### src/srb_defines.vh
// Shared constants for the serial port rate generator and sync engine.
// Included by every design file; holds definitions only.
`ifndef SRB_DEFINES_VH
`define SRB_DEFINES_VH

// ----------------------------------------------------------------------
// Register offsets on the plain register port
// ----------------------------------------------------------------------
`define SRB_ADDR_W        4
`define SRB_REG_DIV_LO    4'h0
`define SRB_REG_DIV_HI    4'h1
`define SRB_REG_RATE_CTRL 4'h2
`define SRB_REG_TX_CTRL   4'h3
`define SRB_REG_RX_CTRL   4'h4
`define SRB_REG_TX_HOLD   4'h5
`define SRB_REG_RX_HOLD   4'h6
`define SRB_REG_INT_STAT  4'h7
`define SRB_REG_INT_MASK  4'h8
`define SRB_REG_IRQ_CTRL  4'h9

// ----------------------------------------------------------------------
// Field positions
// ----------------------------------------------------------------------
`define SRB_RC_WIDE       3
`define SRB_RC_IDLE       6
`define SRB_TC_MASTER     7
`define SRB_TC_TXEN       5
`define SRB_TC_SYNC       4
`define SRB_TC_HS         2
`define SRB_TC_TRMT       1
`define SRB_XC_PORTEN     7
`define SRB_XC_RXEN       4
`define SRB_IC_GLOBAL     7
`define SRB_IC_PERI       6
`define SRB_INT_RX        0
`define SRB_INT_TX        1
`define SRB_INT_OVR       2
`define SRB_INT_W         3

// ----------------------------------------------------------------------
// Reset values and counts
// ----------------------------------------------------------------------
`define SRB_BYTE_RST      8'h00
`define SRB_INT_RST       3'h0
`define SRB_PRE_STD       6'h3F
`define SRB_PRE_MID       6'h0F
`define SRB_PRE_FAST      6'h03
`define SRB_PRE_SYNC      6'h01
`define SRB_CNT_RST       4'h0
`define SRB_LAST_BIT      4'h7
`define SRB_STOP_IDX      4'h8
`define SRB_FRAME_END     4'h9
`define SRB_ISR_VECTOR    12'h004
`define SRB_NO_VECTOR     12'h000

`endif

### src/srb_rate_div.v
// Free-running rate divider timer with the asynchronous multiplier.
// Assumes one system clock and a synchronous active-high reset.
`timescale 1ns/1ps
`default_nettype none
`include "srb_defines.vh"

module srb_rate_div #(
  parameter DIV_W = 16
) (
  input  wire             sys_clk_i,
  input  wire             rst_i,
  input  wire             en_i,
  input  wire             clear_i,
  input  wire [DIV_W-1:0] divisor_i,
  input  wire             wide_i,
  input  wire             high_speed_i,
  input  wire             sync_i,
  output reg              tick_o
);

  // --------------------------------------------------------------------
  // Multiplier selection
  // --------------------------------------------------------------------
  // In sync mode each tick is half a bit clock period, so the clock pin
  // period comes to four times the divider period.
  function [5:0] srb_pre_limit;
    input sync_m;
    input wide_m;
    input hs_m;
    begin
      if (sync_m)
        srb_pre_limit = `SRB_PRE_SYNC;
      else if (wide_m & hs_m)
        srb_pre_limit = `SRB_PRE_FAST;
      else if (wide_m | hs_m)
        srb_pre_limit = `SRB_PRE_MID;
      else
        srb_pre_limit = `SRB_PRE_STD;
    end
  endfunction

  wire [DIV_W-1:0] limit;
  wire [5:0]       pre_limit;
  reg  [DIV_W-1:0] cnt_r;
  reg  [5:0]       pre_r;

  assign limit = wide_i ? divisor_i
                        : {{(DIV_W-8){1'b0}}, divisor_i[7:0]};
  assign pre_limit = srb_pre_limit(sync_i, wide_i, high_speed_i);

  // --------------------------------------------------------------------
  // Counters
  // --------------------------------------------------------------------
  always @(posedge sys_clk_i) begin
    if (rst_i || clear_i) begin
      cnt_r  <= {DIV_W{1'b0}};
      pre_r  <= 6'h00;
      tick_o <= 1'b0;
    end else begin
      tick_o <= 1'b0;
      if (en_i) begin
        if (cnt_r >= limit) begin
          cnt_r <= {DIV_W{1'b0}};
          if (pre_r >= pre_limit) begin
            pre_r  <= 6'h00;
            tick_o <= 1'b1;
          end else begin
            pre_r <= pre_r + 6'h01;
          end
        end else begin
          cnt_r <= cnt_r + {{(DIV_W-1){1'b0}}, 1'b1};
        end
      end
    end
  end

endmodule
`default_nettype wire

### src/srb_serial_port.v
// Serial port core: rate generator, sync master/slave shifter, async
// transmitter, register port and interrupt logic.
// Assumes a 20 MHz system clock; pins arrive asynchronously.
//
// Behaviour
// Divider runs 8-bit after reset, 16-bit when wide select is set.
// Divider period comes from the divisor high and low byte pair.
// Async multiplier follows high speed and wide select together.
// Sync mode ignores the high speed select bit.
// Any divisor write clears the divider timer at once.
// Async 8-bit standard rate is clock over 64 times divisor plus one.
// During sleep only synchronous slave mode keeps running.
// Synchronous slave shifts on the external clock pin, not the divider.
// Master clocks data in during sleep; full word sets receive flag, wakes.
// Reading receive holding register empties buffer and clears receive flag; here the flag clears only on an interrupt status read.
// Sleep transmit accepts pin clocks and drives bits on the data pin.
// Word shifted out moves pending byte in, sets transmit flag, wakes.
// Writing transmit holding register clears transmit flag, fills shifter; here the flag clears only on an interrupt status read.
// Software enables transmit and peripheral interrupts before sleep.
// Software enables receive, global, peripheral interrupts before sleep.
// Wake resumes after sleep; vector 004h only with global enable.
// Software checks receive idle before changing the system clock.
// Software may use high speed or wide divider to cut rate error.
//
// Our own choices: the placing of the registers and the plain strobed port.
`timescale 1ns/1ps
`default_nettype none
`include "srb_defines.vh"

module srb_serial_port #(
  parameter DIV_W = 16
) (
  input  wire                   sys_clk_i,
  input  wire                   rst_i,
  input  wire [`SRB_ADDR_W-1:0] addr_i,
  input  wire [7:0]             wr_data_i,
  input  wire                   wr_i,
  input  wire                   rd_i,
  output reg  [7:0]             rd_data_o,
  input  wire                   sleep_i,
  input  wire                   ck_i,
  output reg                    ck_o,
  output reg                    ck_oe_o,
  input  wire                   dt_i,
  output reg                    dt_o,
  output reg                    dt_oe_o,
  output reg                    irq_o,
  output reg                    wake_o,
  output reg                    vector_req_o,
  output reg  [11:0]            vector_addr_o
);

  // --------------------------------------------------------------------
  // Registers
  // --------------------------------------------------------------------
  reg [7:0]            div_lo_r;
  reg [7:0]            div_hi_r;
  reg                  wide_divider_select_r;
  reg                  master_r;
  reg                  tx_en_r;
  reg                  sync_r;
  reg                  high_speed_select_r;
  reg                  port_en_r;
  reg                  rx_en_r;
  reg [7:0]            tx_hold_r;
  reg                  tx_full_r;
  reg [7:0]            tsr_r;
  reg                  tsr_busy_r;
  reg [3:0]            tx_cnt_r;
  reg [7:0]            rx_shift_r;
  reg [3:0]            rx_cnt_r;
  reg [7:0]            rx_hold_r;
  reg                  rx_full_r;
  reg [`SRB_INT_W-1:0] int_stat_r;
  reg [`SRB_INT_W-1:0] int_mask_r;
  reg                  global_irq_enable_r;
  reg                  peripheral_irq_enable_r;
  reg                  ck_s1_r;
  reg                  ck_s2_r;
  reg                  ck_s3_r;
  reg                  dt_s1_r;
  reg                  dt_s2_r;

  reg [7:0]            rd_nxt;
  reg [`SRB_INT_W-1:0] int_stat_nxt;
  reg                  irq_nxt;

  // --------------------------------------------------------------------
  // Decode and mode
  // --------------------------------------------------------------------
  wire wr_div     = wr_i && (addr_i == `SRB_REG_DIV_LO ||
                             addr_i == `SRB_REG_DIV_HI);
  wire wr_tx_hold = wr_i && (addr_i == `SRB_REG_TX_HOLD);
  wire rd_rx_hold = rd_i && (addr_i == `SRB_REG_RX_HOLD);
  wire rd_stat    = rd_i && (addr_i == `SRB_REG_INT_STAT);

  wire sync_slave  = port_en_r & sync_r & ~master_r;
  wire sync_master = port_en_r & sync_r & master_r;
  // A halted system clock stops everything but the slave shifter.
  wire run         = ~sleep_i | sync_slave;
  wire sync_tx     = port_en_r & sync_r & tx_en_r;
  wire sync_rx     = port_en_r & sync_r & ~tx_en_r & rx_en_r;
  wire async_tx    = port_en_r & ~sync_r & tx_en_r;
  wire tick;

  srb_rate_div #(
    .DIV_W (DIV_W)
  ) u_rate_div (
    .sys_clk_i    (sys_clk_i),
    .rst_i        (rst_i),
    .en_i         (run),
    .clear_i      (wr_div),
    .divisor_i    ({div_hi_r, div_lo_r}),
    .wide_i       (wide_divider_select_r),
    .high_speed_i (high_speed_select_r),
    .sync_i       (sync_r),
    .tick_o       (tick)
  );

  // --------------------------------------------------------------------
  // Clock pin events
  // --------------------------------------------------------------------
  wire m_active = tsr_busy_r | sync_rx;
  wire m_fall   = sync_master & m_active & tick & ck_o;
  wire s_fall   = sync_slave & ck_s3_r & ~ck_s2_r;
  wire fall     = (m_fall | s_fall) & run;

  wire load_tsr = ~tsr_busy_r & tx_full_r & run &
                  (sync_tx | async_tx);
  wire rx_word  = sync_rx & fall && (rx_cnt_r == `SRB_LAST_BIT);
  wire [7:0] rx_next = {dt_s2_r, rx_shift_r[7:1]};

  // --------------------------------------------------------------------
  // Pin synchronisers
  // --------------------------------------------------------------------
  always @(posedge sys_clk_i) begin
    if (rst_i) begin
      ck_s1_r <= 1'b0;
      ck_s2_r <= 1'b0;
      ck_s3_r <= 1'b0;
      dt_s1_r <= 1'b0;
      dt_s2_r <= 1'b0;
    end else begin
      ck_s1_r <= ck_i;
      ck_s2_r <= ck_s1_r;
      ck_s3_r <= ck_s2_r;
      dt_s1_r <= dt_i;
      dt_s2_r <= dt_s1_r;
    end
  end

  // --------------------------------------------------------------------
  // Control registers
  // --------------------------------------------------------------------
  always @(posedge sys_clk_i) begin
    if (rst_i) begin
      div_lo_r                <= `SRB_BYTE_RST;
      div_hi_r                <= `SRB_BYTE_RST;
      wide_divider_select_r   <= 1'b0;
      master_r                <= 1'b0;
      tx_en_r                 <= 1'b0;
      sync_r                  <= 1'b0;
      high_speed_select_r     <= 1'b0;
      port_en_r               <= 1'b0;
      rx_en_r                 <= 1'b0;
      int_mask_r              <= `SRB_INT_RST;
      global_irq_enable_r     <= 1'b0;
      peripheral_irq_enable_r <= 1'b0;
    end else if (wr_i) begin
      case (addr_i)
        `SRB_REG_DIV_LO: div_lo_r <= wr_data_i;
        `SRB_REG_DIV_HI: div_hi_r <= wr_data_i;
        `SRB_REG_RATE_CTRL:
          wide_divider_select_r <= wr_data_i[`SRB_RC_WIDE];
        `SRB_REG_TX_CTRL: begin
          master_r            <= wr_data_i[`SRB_TC_MASTER];
          tx_en_r             <= wr_data_i[`SRB_TC_TXEN];
          sync_r              <= wr_data_i[`SRB_TC_SYNC];
          high_speed_select_r <= wr_data_i[`SRB_TC_HS];
        end
        `SRB_REG_RX_CTRL: begin
          port_en_r <= wr_data_i[`SRB_XC_PORTEN];
          rx_en_r   <= wr_data_i[`SRB_XC_RXEN];
        end
        `SRB_REG_INT_MASK: int_mask_r <= wr_data_i[`SRB_INT_W-1:0];
        `SRB_REG_IRQ_CTRL: begin
          global_irq_enable_r     <= wr_data_i[`SRB_IC_GLOBAL];
          peripheral_irq_enable_r <= wr_data_i[`SRB_IC_PERI];
        end
        default: ;
      endcase
    end
  end

  // --------------------------------------------------------------------
  // Transmit path
  // --------------------------------------------------------------------
  // The holding register refills on a write even in the cycle it empties
  // into the shifter, so no byte is lost at the hand-over.
  always @(posedge sys_clk_i) begin
    if (rst_i) begin
      tx_hold_r  <= `SRB_BYTE_RST;
      tx_full_r  <= 1'b0;
      tsr_r      <= `SRB_BYTE_RST;
      tsr_busy_r <= 1'b0;
      tx_cnt_r   <= `SRB_CNT_RST;
      ck_o       <= 1'b1;
      dt_o       <= 1'b1;
    end else begin
      if (wr_tx_hold) begin
        tx_hold_r <= wr_data_i;
        tx_full_r <= 1'b1;
      end else if (load_tsr) begin
        tx_full_r <= 1'b0;
      end
      if (load_tsr) begin
        tsr_r      <= tx_hold_r;
        tsr_busy_r <= 1'b1;
        tx_cnt_r   <= `SRB_CNT_RST;
        if (sync_r)
          dt_o <= tx_hold_r[0];
        else
          ck_o <= 1'b0;
      end else if (sync_tx & tsr_busy_r & fall) begin
        tsr_r    <= {1'b1, tsr_r[7:1]};
        dt_o     <= tsr_r[1];
        tx_cnt_r <= tx_cnt_r + 4'h1;
        if (tx_cnt_r == `SRB_LAST_BIT)
          tsr_busy_r <= 1'b0;
      end else if (async_tx & tsr_busy_r & tick) begin
        tx_cnt_r <= tx_cnt_r + 4'h1;
        if (tx_cnt_r < `SRB_STOP_IDX) begin
          ck_o  <= tsr_r[0];
          tsr_r <= {1'b1, tsr_r[7:1]};
        end else if (tx_cnt_r == `SRB_STOP_IDX) begin
          ck_o <= 1'b1;
        end else begin
          tsr_busy_r <= 1'b0;
        end
      end
      if (sync_master & m_active & tick & run)
        ck_o <= ~ck_o;
      else if (~port_en_r)
        ck_o <= ~sync_r;
    end
  end

  // --------------------------------------------------------------------
  // Receive path
  // --------------------------------------------------------------------
  always @(posedge sys_clk_i) begin
    if (rst_i) begin
      rx_shift_r <= `SRB_BYTE_RST;
      rx_cnt_r   <= `SRB_CNT_RST;
      rx_hold_r  <= `SRB_BYTE_RST;
      rx_full_r  <= 1'b0;
    end else begin
      if (sync_rx & fall) begin
        rx_shift_r <= rx_next;
        if (rx_cnt_r == `SRB_LAST_BIT)
          rx_cnt_r <= `SRB_CNT_RST;
        else
          rx_cnt_r <= rx_cnt_r + 4'h1;
      end else if (~sync_rx) begin
        rx_cnt_r <= `SRB_CNT_RST;
      end
      // A new word wins over a read that clears the flag in this cycle.
      if (rx_word & ~rx_full_r) begin
        rx_hold_r <= rx_next;
        rx_full_r <= 1'b1;
      end else if (rx_word & rd_rx_hold) begin
        rx_hold_r <= rx_next;
        rx_full_r <= 1'b1;
      end else if (rd_rx_hold) begin
        rx_full_r <= 1'b0;
      end
    end
  end

  // --------------------------------------------------------------------
  // Interrupt status and outputs
  // --------------------------------------------------------------------
  always @* begin
    int_stat_nxt = rd_stat ? `SRB_INT_RST : int_stat_r;
    if (rx_word)
      int_stat_nxt[`SRB_INT_RX] = 1'b1;
    if (rx_word & rx_full_r & ~rd_rx_hold)
      int_stat_nxt[`SRB_INT_OVR] = 1'b1;
    if (load_tsr)
      int_stat_nxt[`SRB_INT_TX] = 1'b1;
    irq_nxt = peripheral_irq_enable_r & |(int_stat_nxt & int_mask_r);
  end

  always @* begin
    rd_nxt = `SRB_BYTE_RST;
    case (addr_i)
      `SRB_REG_DIV_LO: rd_nxt = div_lo_r;
      `SRB_REG_DIV_HI: rd_nxt = div_hi_r;
      `SRB_REG_RATE_CTRL: begin
        rd_nxt[`SRB_RC_WIDE] = wide_divider_select_r;
        rd_nxt[`SRB_RC_IDLE] = (rx_cnt_r == `SRB_CNT_RST);
      end
      `SRB_REG_TX_CTRL: begin
        rd_nxt[`SRB_TC_MASTER] = master_r;
        rd_nxt[`SRB_TC_TXEN]   = tx_en_r;
        rd_nxt[`SRB_TC_SYNC]   = sync_r;
        rd_nxt[`SRB_TC_HS]     = high_speed_select_r;
        rd_nxt[`SRB_TC_TRMT]   = ~tsr_busy_r;
      end
      `SRB_REG_RX_CTRL: begin
        rd_nxt[`SRB_XC_PORTEN] = port_en_r;
        rd_nxt[`SRB_XC_RXEN]   = rx_en_r;
      end
      `SRB_REG_RX_HOLD:  rd_nxt = rx_hold_r;
      `SRB_REG_INT_STAT: rd_nxt[`SRB_INT_W-1:0] = int_stat_r;
      `SRB_REG_INT_MASK: rd_nxt[`SRB_INT_W-1:0] = int_mask_r;
      `SRB_REG_IRQ_CTRL: begin
        rd_nxt[`SRB_IC_GLOBAL] = global_irq_enable_r;
        rd_nxt[`SRB_IC_PERI]   = peripheral_irq_enable_r;
      end
      default: rd_nxt = `SRB_BYTE_RST;
    endcase
  end

  always @(posedge sys_clk_i) begin
    if (rst_i) begin
      int_stat_r    <= `SRB_INT_RST;
      rd_data_o     <= `SRB_BYTE_RST;
      irq_o         <= 1'b0;
      wake_o        <= 1'b0;
      vector_req_o  <= 1'b0;
      vector_addr_o <= `SRB_NO_VECTOR;
      ck_oe_o       <= 1'b0;
      dt_oe_o       <= 1'b0;
    end else begin
      int_stat_r    <= int_stat_nxt;
      rd_data_o     <= rd_i ? rd_nxt : `SRB_BYTE_RST;
      irq_o         <= irq_nxt;
      wake_o        <= sleep_i & irq_nxt;
      vector_req_o  <= irq_nxt & global_irq_enable_r;
      vector_addr_o <= (irq_nxt & global_irq_enable_r) ? `SRB_ISR_VECTOR
                                                       : `SRB_NO_VECTOR;
      ck_oe_o       <= sync_master | async_tx;
      dt_oe_o       <= sync_tx;
    end
  end

endmodule
`default_nettype wire

### config.mk
export PLATFORM = sky130hd
export DESIGN_NAME = srb_serial_port
export DESIGN_NICKNAME = d
export VERILOG_FILES = /design/src/srb_rate_div.v /design/src/srb_serial_port.v
export VERILOG_INCLUDE_DIRS = /design/src
export SDC_FILE = /design/constraint.sdc
export NUM_CORES = 1
export LEC_CHECK = 0
export BUFFER_PORTS_ARGS = -buffer_cell sky130_fd_sc_hd__buf_2
export CAP_MARGIN = 20
export CORE_MARGIN = 2
export CORE_UTILIZATION = 50
export DETAILED_ROUTE_END_ITERATION = 6
export PLACE_DENSITY = 0.73
export SLEW_MARGIN = 10
export SYNTH_ARGS = -nofsm -noshare
export SYNTH_HDL_FRONTEND = slang
export SYNTH_HIERARCHICAL = 1
export SYNTH_SLANG_ARGS = --single-unit
### constraint.sdc
create_clock -name sys_clk_i -period 3.5 [get_ports sys_clk_i]
set_clock_uncertainty 0.2 [all_clocks]
set_input_delay 0 -clock sys_clk_i [delete_from_list [all_inputs] [get_ports sys_clk_i]]
set_output_delay 0 -clock sys_clk_i [all_outputs]
set_load 0.02 [all_outputs]
==> impl_metrics.env, run 1 <==
export IMPL_die_h_um=111
export IMPL_dp_slack_ns=0.629
export IMPL_ioPinCount=46
export IMPL_cts_buffers=17
export IMPL_finalHoldViolations=0
export IMPL_chipWidth_um=111
export IMPL_power_leakage_nw=2.75
export IMPL_tightest_slew_ns=0.924
export IMPL_antenna_found_initial=0
export IMPL_clk_insertion_delay_late_ns=0.42
export IMPL_fin_crit_ns=2.91
export IMPL_htree_levels=4
export IMPL_crit_path_end_kind="register"
export IMPL_synth_area_per_cell_um2=8.89
export IMPL_final_common_cell="dfxtp_1"
export IMPL_maxCapViolCount=0
export IMPL_gr_total_overflow=0
export IMPL_start_util_pct=51.0
export IMPL_globalplace_congestion=0.865
export IMPL_io_buffers=34
export IMPL_setup_violations=0
export IMPL_via_per_inst=5.59
export IMPL_route_detailed_drc=0
export IMPL_vias=4759
export IMPL_layout_setup_ws_ns=0.587
export IMPL_ys_seq_area_share_pct=40.3
export IMPL_status="complete, no violations"
export IMPL_fmax_mhz=343
export IMPL_dieArea_mm2=0.0124
export IMPL_dp_hpwl_mm=9.31
export IMPL_cts_root_buf="clkbuf_16"
export IMPL_n_antenna_cell=0
export IMPL_synth_cell_type_count=68
export IMPL_drt_iter0_markers=365
export IMPL_synth_ff_latch_count=116
export IMPL_cts_reportedPaths_clkPinSlew_ns=0.06
export IMPL_max_slew_margin_pct=38.4
export IMPL_grt_pass1_vias=4603
export IMPL_dr_pass1_iters=5
export IMPL_synth_edff_count=0
export IMPL_layout_common_cells="116 x dfxtp_1, 98 x nor2_1, 58 x nand2_1, 57 x mux2i_1"
export IMPL_fin_crit_sh_pct=83.2
export IMPL_synthCells=649
export IMPL_required_ns=3.65
export IMPL_grt_max_degree=52
export IMPL_powerDensity_mw_per_mm2=492
export IMPL_yosys_warnings=6
export IMPL_cts_tree="yes"
export IMPL_final_util_pct=60.1
export IMPL_path_max_fanout=16
export IMPL_slew_violations=0
export IMPL_grt_pass1_wl_mm=22.3
export IMPL_grt_setup_unrepaired="no"
export IMPL_totalWireLength_mm=13.7
export IMPL_final_nets=742
export IMPL_synth_ff_type="dfxtp_1"
export IMPL_cts_num_sinks=116
export IMPL_timing_hold_ws_ns=0.125
export IMPL_hp_class="in2reg"
export IMPL_critPathLaunchType="register"
export IMPL_cts_path_max_buffers=2
export IMPL_ant_nets=0
export IMPL_wl_per_cell_um=16.1
export IMPL_core_mm2=0.0113
export IMPL_drive_above_1_share_pct=12.4
export IMPL_syn_to_final_growth_pct=18.0
export IMPL_rows=39
export IMPL_path_class="reg2reg"
export IMPL_arrival_ns=3.07
export IMPL_synth_area_mm2=0.00577
export IMPL_irDropWorstVdd_mv=0.399
export IMPL_grtUsageTotal_pct=22.4
export IMPL_tns_ns=0
export IMPL_synth_async_reset_ratio_pct=0
-- sequential cells by signal (all words and copies together) (netlist names), 3 cells and up --
register	flops
u_rate_div/cnt_r	16
div_hi_r	8
div_lo_r	8
rd_data_o	8
rx_hold_r	8
tsr_r	8
tx_hold_r	8
rx_shift_r	7
u_rate_div/pre_r	6
rx_cnt_r	4
tx_cnt_r	4
int_mask_r	3
int_stat_r	3
-- per-stage QoR --
step | std cells | cell area [um2] | power, mW
after CTS | 852 | 6810 | 3.37
after floorplan | 659 | 5810 | 1.48
after global routing | 852 | 6810 | 3.44
final | 852 | 6810 | 3.35
after global placement | 796 | 5940 | 1.51
after detailed placement | 796 | 5940 | 1.51
-- logic make-up after synthesis --
| group | Yosys count | synth area share [%] |
|---|---|---|
| xor gates and xnor gates | 17 | 2.58 |
| adders and majority gates | 27 | 5.86 |
| DFF | 116 | 40.3 |
| other | 1 | 0.0650 |
| muxes | 63 | 11.1 |
| and+or+nand+nor | 257 | 22.1 |
| AOI/OAI and AO/OA | 107 | 12.8 |
| buffers and inverters | 61 | 5.31 |
-- critical path, stage by stage (launching register included) --
cell and delay (ns):
dfxtp_1 0.50, or3_1 0.43, ha_1 0.30, or2_2 0.27
a21oi_1 0.15, a21oi_1 0.11, nor2_1 0.23, or4bb_1 0.50
a21oi_1 0.15
-- where the power goes --
group	internal (mW)	leakage [nW]	switching, mW	total [mW]
Sequential	1.33	0.936	0.0127	1.35
Combinational	0.0581	1.52	0.103	0.161
Clock	1.21	0.297	0.630	1.84
-- cell usage after synthesis, types with 4 or more instances --
library cell  number  area (um2)
a21o_1             4        30.0
a21oi_1           34         170
a311oi_1           6        52.6
a31oi_1            4        25.0
a32oi_1            5        43.8
buf_1              7        26.3
buf_2              5        25.0
buf_4             15         113
clkbuf_1          14        52.6
dfxtp_1          116        2320
ha_1              27         338
inv_1             18        67.6
mux2_2             6        67.6
mux2i_1           57         571
nand2_1           58         218
nand2b_1           7        43.8
nand3_1           18        90.1
nand4_1           12        75.1
nor2_1            98         368
nor2b_1           11        68.8
nor3_1             9        45.0
o211ai_1           6        45.0
o21ai_0           20         100
or2_2              4        25.0
or3_1              6        37.5
xnor2_1            7        61.3
xor2_1            10        87.6
-- per-layer routing --
| layer | wire, um | GRT usage (%) | vias to the layer above |
|---|---|---|---|
| li1 | - | - | 2360 |
| met1 | 6370 | 29.5 | 2253 |
| met2 | 6440 | 35.4 | 125 |
| met4 | 255 | 9.47 | 0 |
| met3 | 622 | 5.66 | 21 |
| met5 | 0 | 0 | - |
-- worst paths after layout --
| path | startpoint | endpoint | slack (ns) | cells after the start |
|---|---|---|---|---|
| worst min-delay path | ck_i | ck_s1_r$_SDFF_PP0_ | 0.12 | 3 |
| worst max register to register | sync_r$_SDFFE_PP0P_ | u_rate_div/pre_r[5]$_SDFFE_PP0P_ | 0.59 | 8 |
| worst max-delay path | sync_r$_SDFFE_PP0P_ | u_rate_div/pre_r[5]$_SDFFE_PP0P_ | 0.59 | 8 |
| worst min register to register | dt_s1_r$_SDFF_PP0_ | dt_s2_r$_SDFF_PP0_ | 0.24 | 1 |
-- final cells by class --
cell class	instances	area [um2]
Clock buffer	20	447
Clock inverter	12	179
Tap cell	143	179
Multi-Input combinational cell	482	3180
Inverter	18	67.6
Sequential cell	116	2320
Timing Repair Buffer	61	433
Fill cell	973	4520
-- repair_timing --
action	4_1_cts	5_1_grt
buffers inserted	0	0
endpoints found under the hold margin	73	0
resized for setup	0	0
hold buffers	24	0
Note: power is estimated with default switching activity, not from simulation.
==> run 2, diff against run 1 <==
--- a/config.mk
+++ b/config.mk
@@ -6,6 +6,7 @@
 export SDC_FILE = /design/constraint.sdc
 export NUM_CORES = 1
 export LEC_CHECK = 0
+export ABC_AREA = 1
 export BUFFER_PORTS_ARGS = -buffer_cell sky130_fd_sc_hd__buf_2
 export CAP_MARGIN = 20
 export CORE_MARGIN = 2
==> constraint.sdc (replaced) <==
create_clock -name sys_clk_i -period 2.7 [get_ports sys_clk_i]
set_clock_uncertainty 0.2 [all_clocks]
set_input_delay 0 -clock sys_clk_i [delete_from_list [all_inputs] [get_ports sys_clk_i]]
set_output_delay 0 -clock sys_clk_i [all_outputs]
set_load 0.02 [all_outputs]
==> run 2 against run 1 <==
First-iteration DRC count grew 12%. Power grew 30%. Final area up 1.8%. Non-clock buffer count increased by 9. Sequential share of layout area fell by 0.60 points. Sequential power is 30% higher. Clock power increased by 28%. Final cell count up 17%. Via count grew 12%. Count of clock-buffer cells in the layout shrank 1. Combinational power rose by 51%. Critical path type is now in2reg. Largest cell class unchanged. Highest routed layer unchanged.
==> impl_metrics.env, run 2 <==
export IMPL_synth_top_cells_by_area="dfxtp_1 40%, nand2_1 8.6%, nor2_1 6.7%"
export IMPL_grt_pass1_vias=5126
export IMPL_core_mm2=0.0114
export IMPL_setup_violations=0
export IMPL_via_per_inst=5.37
export IMPL_antenna_found_initial=0
export IMPL_status="complete, no violations"
export IMPL_drive_above_1_share_pct=13.4
export IMPL_final_common_cell="nand2_1"
export IMPL_p_int_mw=3.33
export IMPL_synth_cell_type_count=49
export IMPL_r2r_end="u_rate_div/pre_r[1]$_SDFFE_PP0P_"
export IMPL_numPlacedInstances=933
export IMPL_start_util_pct=50.9
export IMPL_synth_ff_type="dfxtp_1"
export IMPL_grt_pass1_wl_mm=24.2
export IMPL_ant_nets=0
export IMPL_path_max_fanout=7
export IMPL_grtUsageTotal_pct=24.3
export IMPL_synth_ff_latch_count=116
export IMPL_yosysTopAreaCell="dfxtp_1"
export IMPL_fin_crit_sh_pct=94.8
export IMPL_max_slew_margin_pct=58.6
export IMPL_wl_per_cell_um=14.9
export IMPL_worstHoldPathCells=4
export IMPL_crit_path_end="div_lo_r[0]$_SDFFE_PP0P_"
export IMPL_syn_to_final_growth_pct=19.8
export IMPL_route_met3_wl_um=780
export IMPL_cts_num_sinks=116
export IMPL_die_h_um=112
export IMPL_worst_path_max_delay_cell="dlygate4sd3_1"
export IMPL_switchingPower_mw=1.03
export IMPL_tns_ns=0
export IMPL_dp_hpwl_mm=10.5
export IMPL_largest_register="u_rate_div/cnt_r"
export IMPL_gr_total_overflow=0
export IMPL_rows=39
export IMPL_synth_top_cells_by_count="132 x nand2_1, 116 x dfxtp_1, 103 x nor2_1"
export IMPL_grt_setup_unrepaired="no"
export IMPL_cts_root_buf="clkbuf_16"
export IMPL_dr_pass1_iters=6
export IMPL_r2r_start="wide_divider_select_r$_SDFFE_PP0P_"
export IMPL_comb_power_share_pct=5.6
export IMPL_powerDensity_mw_per_mm2=629
export IMPL_hp_class="in2reg"
export IMPL_path_cells="dlygate4sd3_1, buf_2, nor2_1, nand2_1, inv_1, nand3_1, dlygate4sd3_1, a21oi_1, dlygate4sd3_1"
export IMPL_cts_tree="yes"
export IMPL_startpoint="addr_i[2]"
export IMPL_yosys_warnings=6
export IMPL_reg2reg_depth=9
export IMPL_synth_area_per_cell_um2=7.47
export IMPL_post_dp_cell_area_mm2=0.00599
export IMPL_dieArea_mm2=0.0124
export IMPL_final_nets=886
export IMPL_r2r_slack_ns=0.38
export IMPL_synth_async_reset_ratio_pct=0
export IMPL_stdcell_count=996
export IMPL_synthCells=774
export IMPL_cts_reportedPaths_clkPinSlew_ns=0.06
export IMPL_path_class="in2reg"
export IMPL_htree_levels=4
export IMPL_n_antenna_cell=0
export IMPL_fmax_mhz=391
export IMPL_cp_common_cell="dlygate4sd3_1"
export IMPL_top_layer_used="met4"
export IMPL_layout_setup_ws_ns=0.142
export IMPL_layout_common_cells="132 x nand2_1, 116 x dfxtp_1, 103 x nor2_1, 95 x inv_1, 58 x a21oi_1"
export IMPL_p_sw_share_pct=23.6
export IMPL_totalWireLength_mm=14.8
export IMPL_wl_met2_mm=7.22
export IMPL_final_area_mm2=0.00693
export IMPL_clk_insertion_delay_late_ns=0.42
export IMPL_synth_area_mm2=0.00578
export IMPL_critPathLaunchType="input port"
export IMPL_maxCapViolCount=0
export IMPL_final_util_pct=60.9
export IMPL_tightest_slew_ns=0.619
export IMPL_cts_buffers=17
export IMPL_dp_slack_ns=0.418
export IMPL_globalplace_congestion=0.896
export IMPL_yosys_area_top_type_share_pct=40.2
export IMPL_vias=5351
export IMPL_power_share_sequential_pct=40.2
export IMPL_slew_violations=0
export IMPL_grt_max_degree=35
export IMPL_finalHoldViolations=0
export IMPL_irDropWorstVdd_mv=0.529
export IMPL_ys_seq_area_share_pct=40.2
export IMPL_ioPinCount=46
export IMPL_route_detailed_drc=0
export IMPL_fin_crit_ns=2.56
export IMPL_required_ns=2.87
export IMPL_largest_register_ffs=16
export IMPL_clockPowerShare_pct=54.2
export IMPL_crit_path_end_kind="register"
export IMPL_chipWidth_um=112
export IMPL_power_leakage_nw=2.86
export IMPL_wirelength_met1_mm=6.37
export IMPL_post_cts_setup_buffers=0
export IMPL_arrival_ns=2.73
export IMPL_synth_edff_count=0
export IMPL_drt_iter0_markers=408
export IMPL_critPathMaxStageDelay_ns=0.57
export IMPL_cts_path_max_buffers=2
export IMPL_io_buffers=34
export IMPL_yosys_cell_count_top_type="nand2_1"
[run 2: stage by stage]
step	hold WS, ns	power [mW]
after global placement	0.00493	1.99
after CTS	0.211	4.37
after floorplan	-0.0930	1.95
after global routing	0.258	4.48
final	0.211	4.36
after detailed placement	0.00776	2.00
[run 2: timing repair]
| action | 4_1_cts | 5_1_grt |
|---|---|---|
| endpoints found under the hold margin | 90 | 0 |
| endpoints found under the setup margin | 0 | 1 |
| resized for setup | 0 | 1 |
| hold buffers | 32 | 0 |
[run 2: per-layer routing]
metal / up-vias / GRT usage, %
met4: 0 / 9.88
met1: 2469 / 29.1
met5: - / 0
met2: 197 / 42.0
li1: 2646 / -
met3: 39 / 5.93
[run 2: cell families after synthesis]
kind of cell,after synthesis,share of synthesized area (%)
AO/OA/AOI/OAI,155,15.3
XOR/XNOR,12,1.82
adder cells (fa/ha/maj),27,5.84
buffers and inverters,135,10.3
flip-flops,116,40.2
multiplexers,1,0.173
other,1,0.0649
AND/OR/NAND/NOR,327,26.4
[run 2: worst max-delay path, delay by kind of cell]
kind            cells  cell delay, ns
buf+inv             5            2.02
simple gates        3            0.54
compound gates      1            0.16
[run 2: final cells by class]
class,count,area [um2]
timing repair buffer,70,518
tap,143,179
clock inverter,13,170
inverter,102,384
multi-input combinational,533,2900
fill,988,4440
clock buffer,19,453
sequential,116,2320
[run 2: worst min path at each step]
stage | to | startpoint | slack (ns)
after floorplan | ck_s1_r$_SDFF_PP0_ | ck_i | -0.09
after global placement | dt_s1_r$_SDFF_PP0_ | dt_i | 0.005
after detailed placement | dt_s1_r$_SDFF_PP0_ | dt_i | 0.008
after CTS | wake_o$_SDFF_PP0_ | sleep_i | 0.21
after global routing | wake_o$_SDFF_PP0_ | sleep_i | 0.26
final | wake_o$_SDFF_PP0_ | sleep_i | 0.21
[run 2: power groups by stage]
| stage | clock network, mW | registers [mW] | logic (mW) |
|---|---|---|---|
| 2_1_floorplan | 0 | 1.78 | 0.164 |
| 3_3_place_gp | 0 | 1.79 | 0.203 |
| 3_5_place_dp | 0 | 1.79 | 0.208 |
| 4_1_cts | 2.38 | 1.75 | 0.237 |
| 5_1_grt | 2.46 | 1.75 | 0.265 |
| 6_report | 2.36 | 1.75 | 0.243 |
==> run 3, diff against run 2 <==
--- a/config.mk
+++ b/config.mk
@@ -13,6 +13,7 @@
 export CORE_UTILIZATION = 50
 export DETAILED_ROUTE_END_ITERATION = 6
 export PLACE_DENSITY = 0.73
+export RECOVER_POWER = 50
 export SLEW_MARGIN = 10
 export SYNTH_ARGS = -nofsm -noshare
 export SYNTH_HDL_FRONTEND = slang
==> run 3 against run 2 <==
Final cell count stayed put. Sequential share of layout area grew 0.24 points. Maximum frequency down 3.0%. Highest routed layer unchanged. Register-to-register slack got worse by 0.14 ns. Non-clock buffer count is the same. Worst setup slack worse by 0.079 ns.
==> impl_metrics.env, run 3 (synthesis gave the netlist of run 2 again) <==
export IMPL_status="complete, no violations"
export IMPL_cts_num_sinks=116
export IMPL_critPathLaunchType="input port"
export IMPL_critPathMaxStageDelay_ns=0.58
export IMPL_cts_path_max_buffers=2
export IMPL_vias=5351
export IMPL_gr_total_overflow=0
export IMPL_max_slew_margin_pct=58.6
export IMPL_final_nets=886
export IMPL_largest_register="u_rate_div/cnt_r"
export IMPL_syn_to_final_growth_pct=19.0
export IMPL_r2r_end="tsr_r[6]$_SDFFE_PP0P_"
export IMPL_dp_slack_ns=0.418
export IMPL_cts_reportedPaths_clkPinSlew_ns=0.06
export IMPL_rows=39
export IMPL_route_detailed_drc=0
export IMPL_worst_path_max_delay_cell="dlygate4sd3_1"
export IMPL_maxCapViolCount=0
export IMPL_tns_ns=0
export IMPL_clk_insertion_delay_late_ns=0.42
export IMPL_cp_num_buf_inv=5
export IMPL_antenna_found_initial=0
export IMPL_switchingPower_mw=1.03
export IMPL_grt_pass1_wl_mm=24.2
export IMPL_dieArea_mm2=0.0124
export IMPL_layout_setup_ws_ns=0.0628
export IMPL_crit_path_end_kind="register"
export IMPL_finalHoldViolations=0
export IMPL_dp_hpwl_mm=10.5
export IMPL_io_buffers=34
export IMPL_path_class="in2reg"
export IMPL_reg2reg_depth=11
export IMPL_p_int_mw=3.33
export IMPL_hold_start="sleep_i"
export IMPL_ant_nets=0
export IMPL_wl_per_cell_um=14.9
export IMPL_r2r_slack_ns=0.24
export IMPL_n_antenna_cell=0
export IMPL_p_sw_share_pct=23.6
export IMPL_fill_cells=1003
export IMPL_via_per_inst=5.37
export IMPL_fmax_mhz=379
export IMPL_layout_common_cells="136 x nand2_1, 116 x dfxtp_1, 103 x nor2_1, 97 x inv_1, 58 x a21oi_1"
export IMPL_final_area_mm2=0.00688
export IMPL_fin_crit_ns=2.64
export IMPL_tightest_slew_ns=0.619
export IMPL_r2r_start="port_en_r$_SDFFE_PP0P_"
export IMPL_setup_violations=0
export IMPL_cp_common_cell="dlygate4sd3_1"
export IMPL_largest_register_ffs=16
export IMPL_power_leakage_nw=2.77
export IMPL_arrival_ns=2.80
export IMPL_ioPinCount=46
export IMPL_drive_above_1_share_pct=10.3
export IMPL_dr_pass1_iters=5
export IMPL_hold_path_end="wake_o$_SDFF_PP0_"
export IMPL_required_ns=2.87
export IMPL_htree_levels=4
export IMPL_finalPower_mw=4.35
export IMPL_start_util_pct=50.9
export IMPL_power_share_sequential_pct=40.2
export IMPL_powerDensity_mw_per_mm2=633
export IMPL_grtUsageTotal_pct=24.3
export IMPL_path_max_fanout=7
export IMPL_clockPowerShare_pct=54.2
export IMPL_slew_violations=0
export IMPL_cts_root_buf="clkbuf_16"
export IMPL_irDropWorstVdd_mv=0.528
export IMPL_chipWidth_um=112
export IMPL_globalplace_congestion=0.896
export IMPL_cts_tree="yes"
export IMPL_path_delay_family="buffers and inverters"
export IMPL_hp_class="in2reg"
export IMPL_grt_pass1_vias=5126
export IMPL_cts_buffers=17
export IMPL_fin_crit_sh_pct=97.7
export IMPL_grt_setup_unrepaired="no"
export IMPL_drt_iter0_markers=418
export IMPL_post_dp_cell_area_mm2=0.00599
export IMPL_totalWireLength_mm=14.8
export IMPL_worstHoldPathCells=4
export IMPL_grt_max_degree=35
export IMPL_final_common_cell="nand2_1"
export IMPL_die_h_um=112
export IMPL_comb_power_share_pct=5.6
export IMPL_core_mm2=0.0114
export IMPL_path_cells="dlygate4sd3_1, buf_2, nor2_1, nand2_1, inv_1, nand3_1, dlygate4sd3_1, a21oi_1, dlygate4sd3_1"
[run 3: worst max path at each step]
stage / startpoint / end / slack (ns) / cells after the start
floorplan: wide_divider_select_r$_SDFFE_PP0P_ / u_rate_div/cnt_r[9]$_SDFFE_PP0P_ / 0.60 / 11
global placement: wide_divider_select_r$_SDFFE_PP0P_ / u_rate_div/cnt_r[15]$_SDFFE_PP0P_ / 0.55 / 9
detailed placement: wide_divider_select_r$_SDFFE_PP0P_ / u_rate_div/pre_r[1]$_SDFFE_PP0P_ / 0.42 / 9
CTS: addr_i[2] / int_mask_r[2]$_SDFFE_PP0P_ / 0.05 / 10
global route: addr_i[1] / div_lo_r[0]$_SDFFE_PP0P_ / 0.03 / 9
finish: addr_i[1] / div_lo_r[0]$_SDFFE_PP0P_ / 0.06 / 9
[run 3: worst min-delay path, cell delays in order]
cell,delay (ns)
dlygate4sd3_1,0.52
buf_2,0.12
inv_1,0.06
nor2_1,0.09
[run 3: final cells by class]
type / instances / area, um2 / share of cell area (%)
Timing Repair Buffer: 70 / 494 / 7.19
Inverter: 102 / 384 / 5.58
Sequential cell: 116 / 2320 / 33.8
Tap cell: 143 / 179 / 2.60
Clock inverter: 13 / 170 / 2.47
Multi-Input combinational cell: 533 / 2880 / 41.8
Clock buffer: 19 / 453 / 6.59
[run 3: routing by layer]
layer / up-vias / part of all wire, % / wire [um] / GRT usage (%)
li1: 2650 / - / - / -
met1: 2477 / 42 / 6280 / 29.1
met2: 187 / 49 / 7260 / 42.0
met3: 37 / 5.6 / 823 / 5.93
met4: 0 / 2.9 / 430 / 9.88
met5: - / 0 / 0 / 0
[run 3: per-stage QoR]
| stage | instances | util, % | hold WS (ns) |
|---|---|---|---|
| 3_3_place_gp | 933 | 52.7 | 0.00493 |
| 6_report | 996 | 60.5 | 0.210 |
| 3_5_place_dp | 933 | 52.7 | 0.00776 |
| 5_1_grt | 996 | 60.5 | 0.258 |
| 4_1_cts | 997 | 61.0 | 0.211 |
| 2_1_floorplan | 784 | - | -0.0930 |
[run 3: timing repair]
| action | CTS | global route |
|---|---|---|
| gates resized for setup | 0 | 1 |
| hold buffers | 32 | 0 |
| endpoints found under the setup margin | 0 | 1 |
| endpoints found under the hold margin | 90 | 0 |
| buffers inserted | 0 | 0 |
[run 3: power by group through the flow]
stage	Sequential [mW]	Clock (mW)	Combinational (mW)
final	1.75	2.36	0.242
after global routing	1.75	2.46	0.264
after CTS	1.75	2.38	0.237
after detailed placement	1.79	0	0.208
after global placement	1.79	0	0.203
after floorplan	1.78	0	0.164
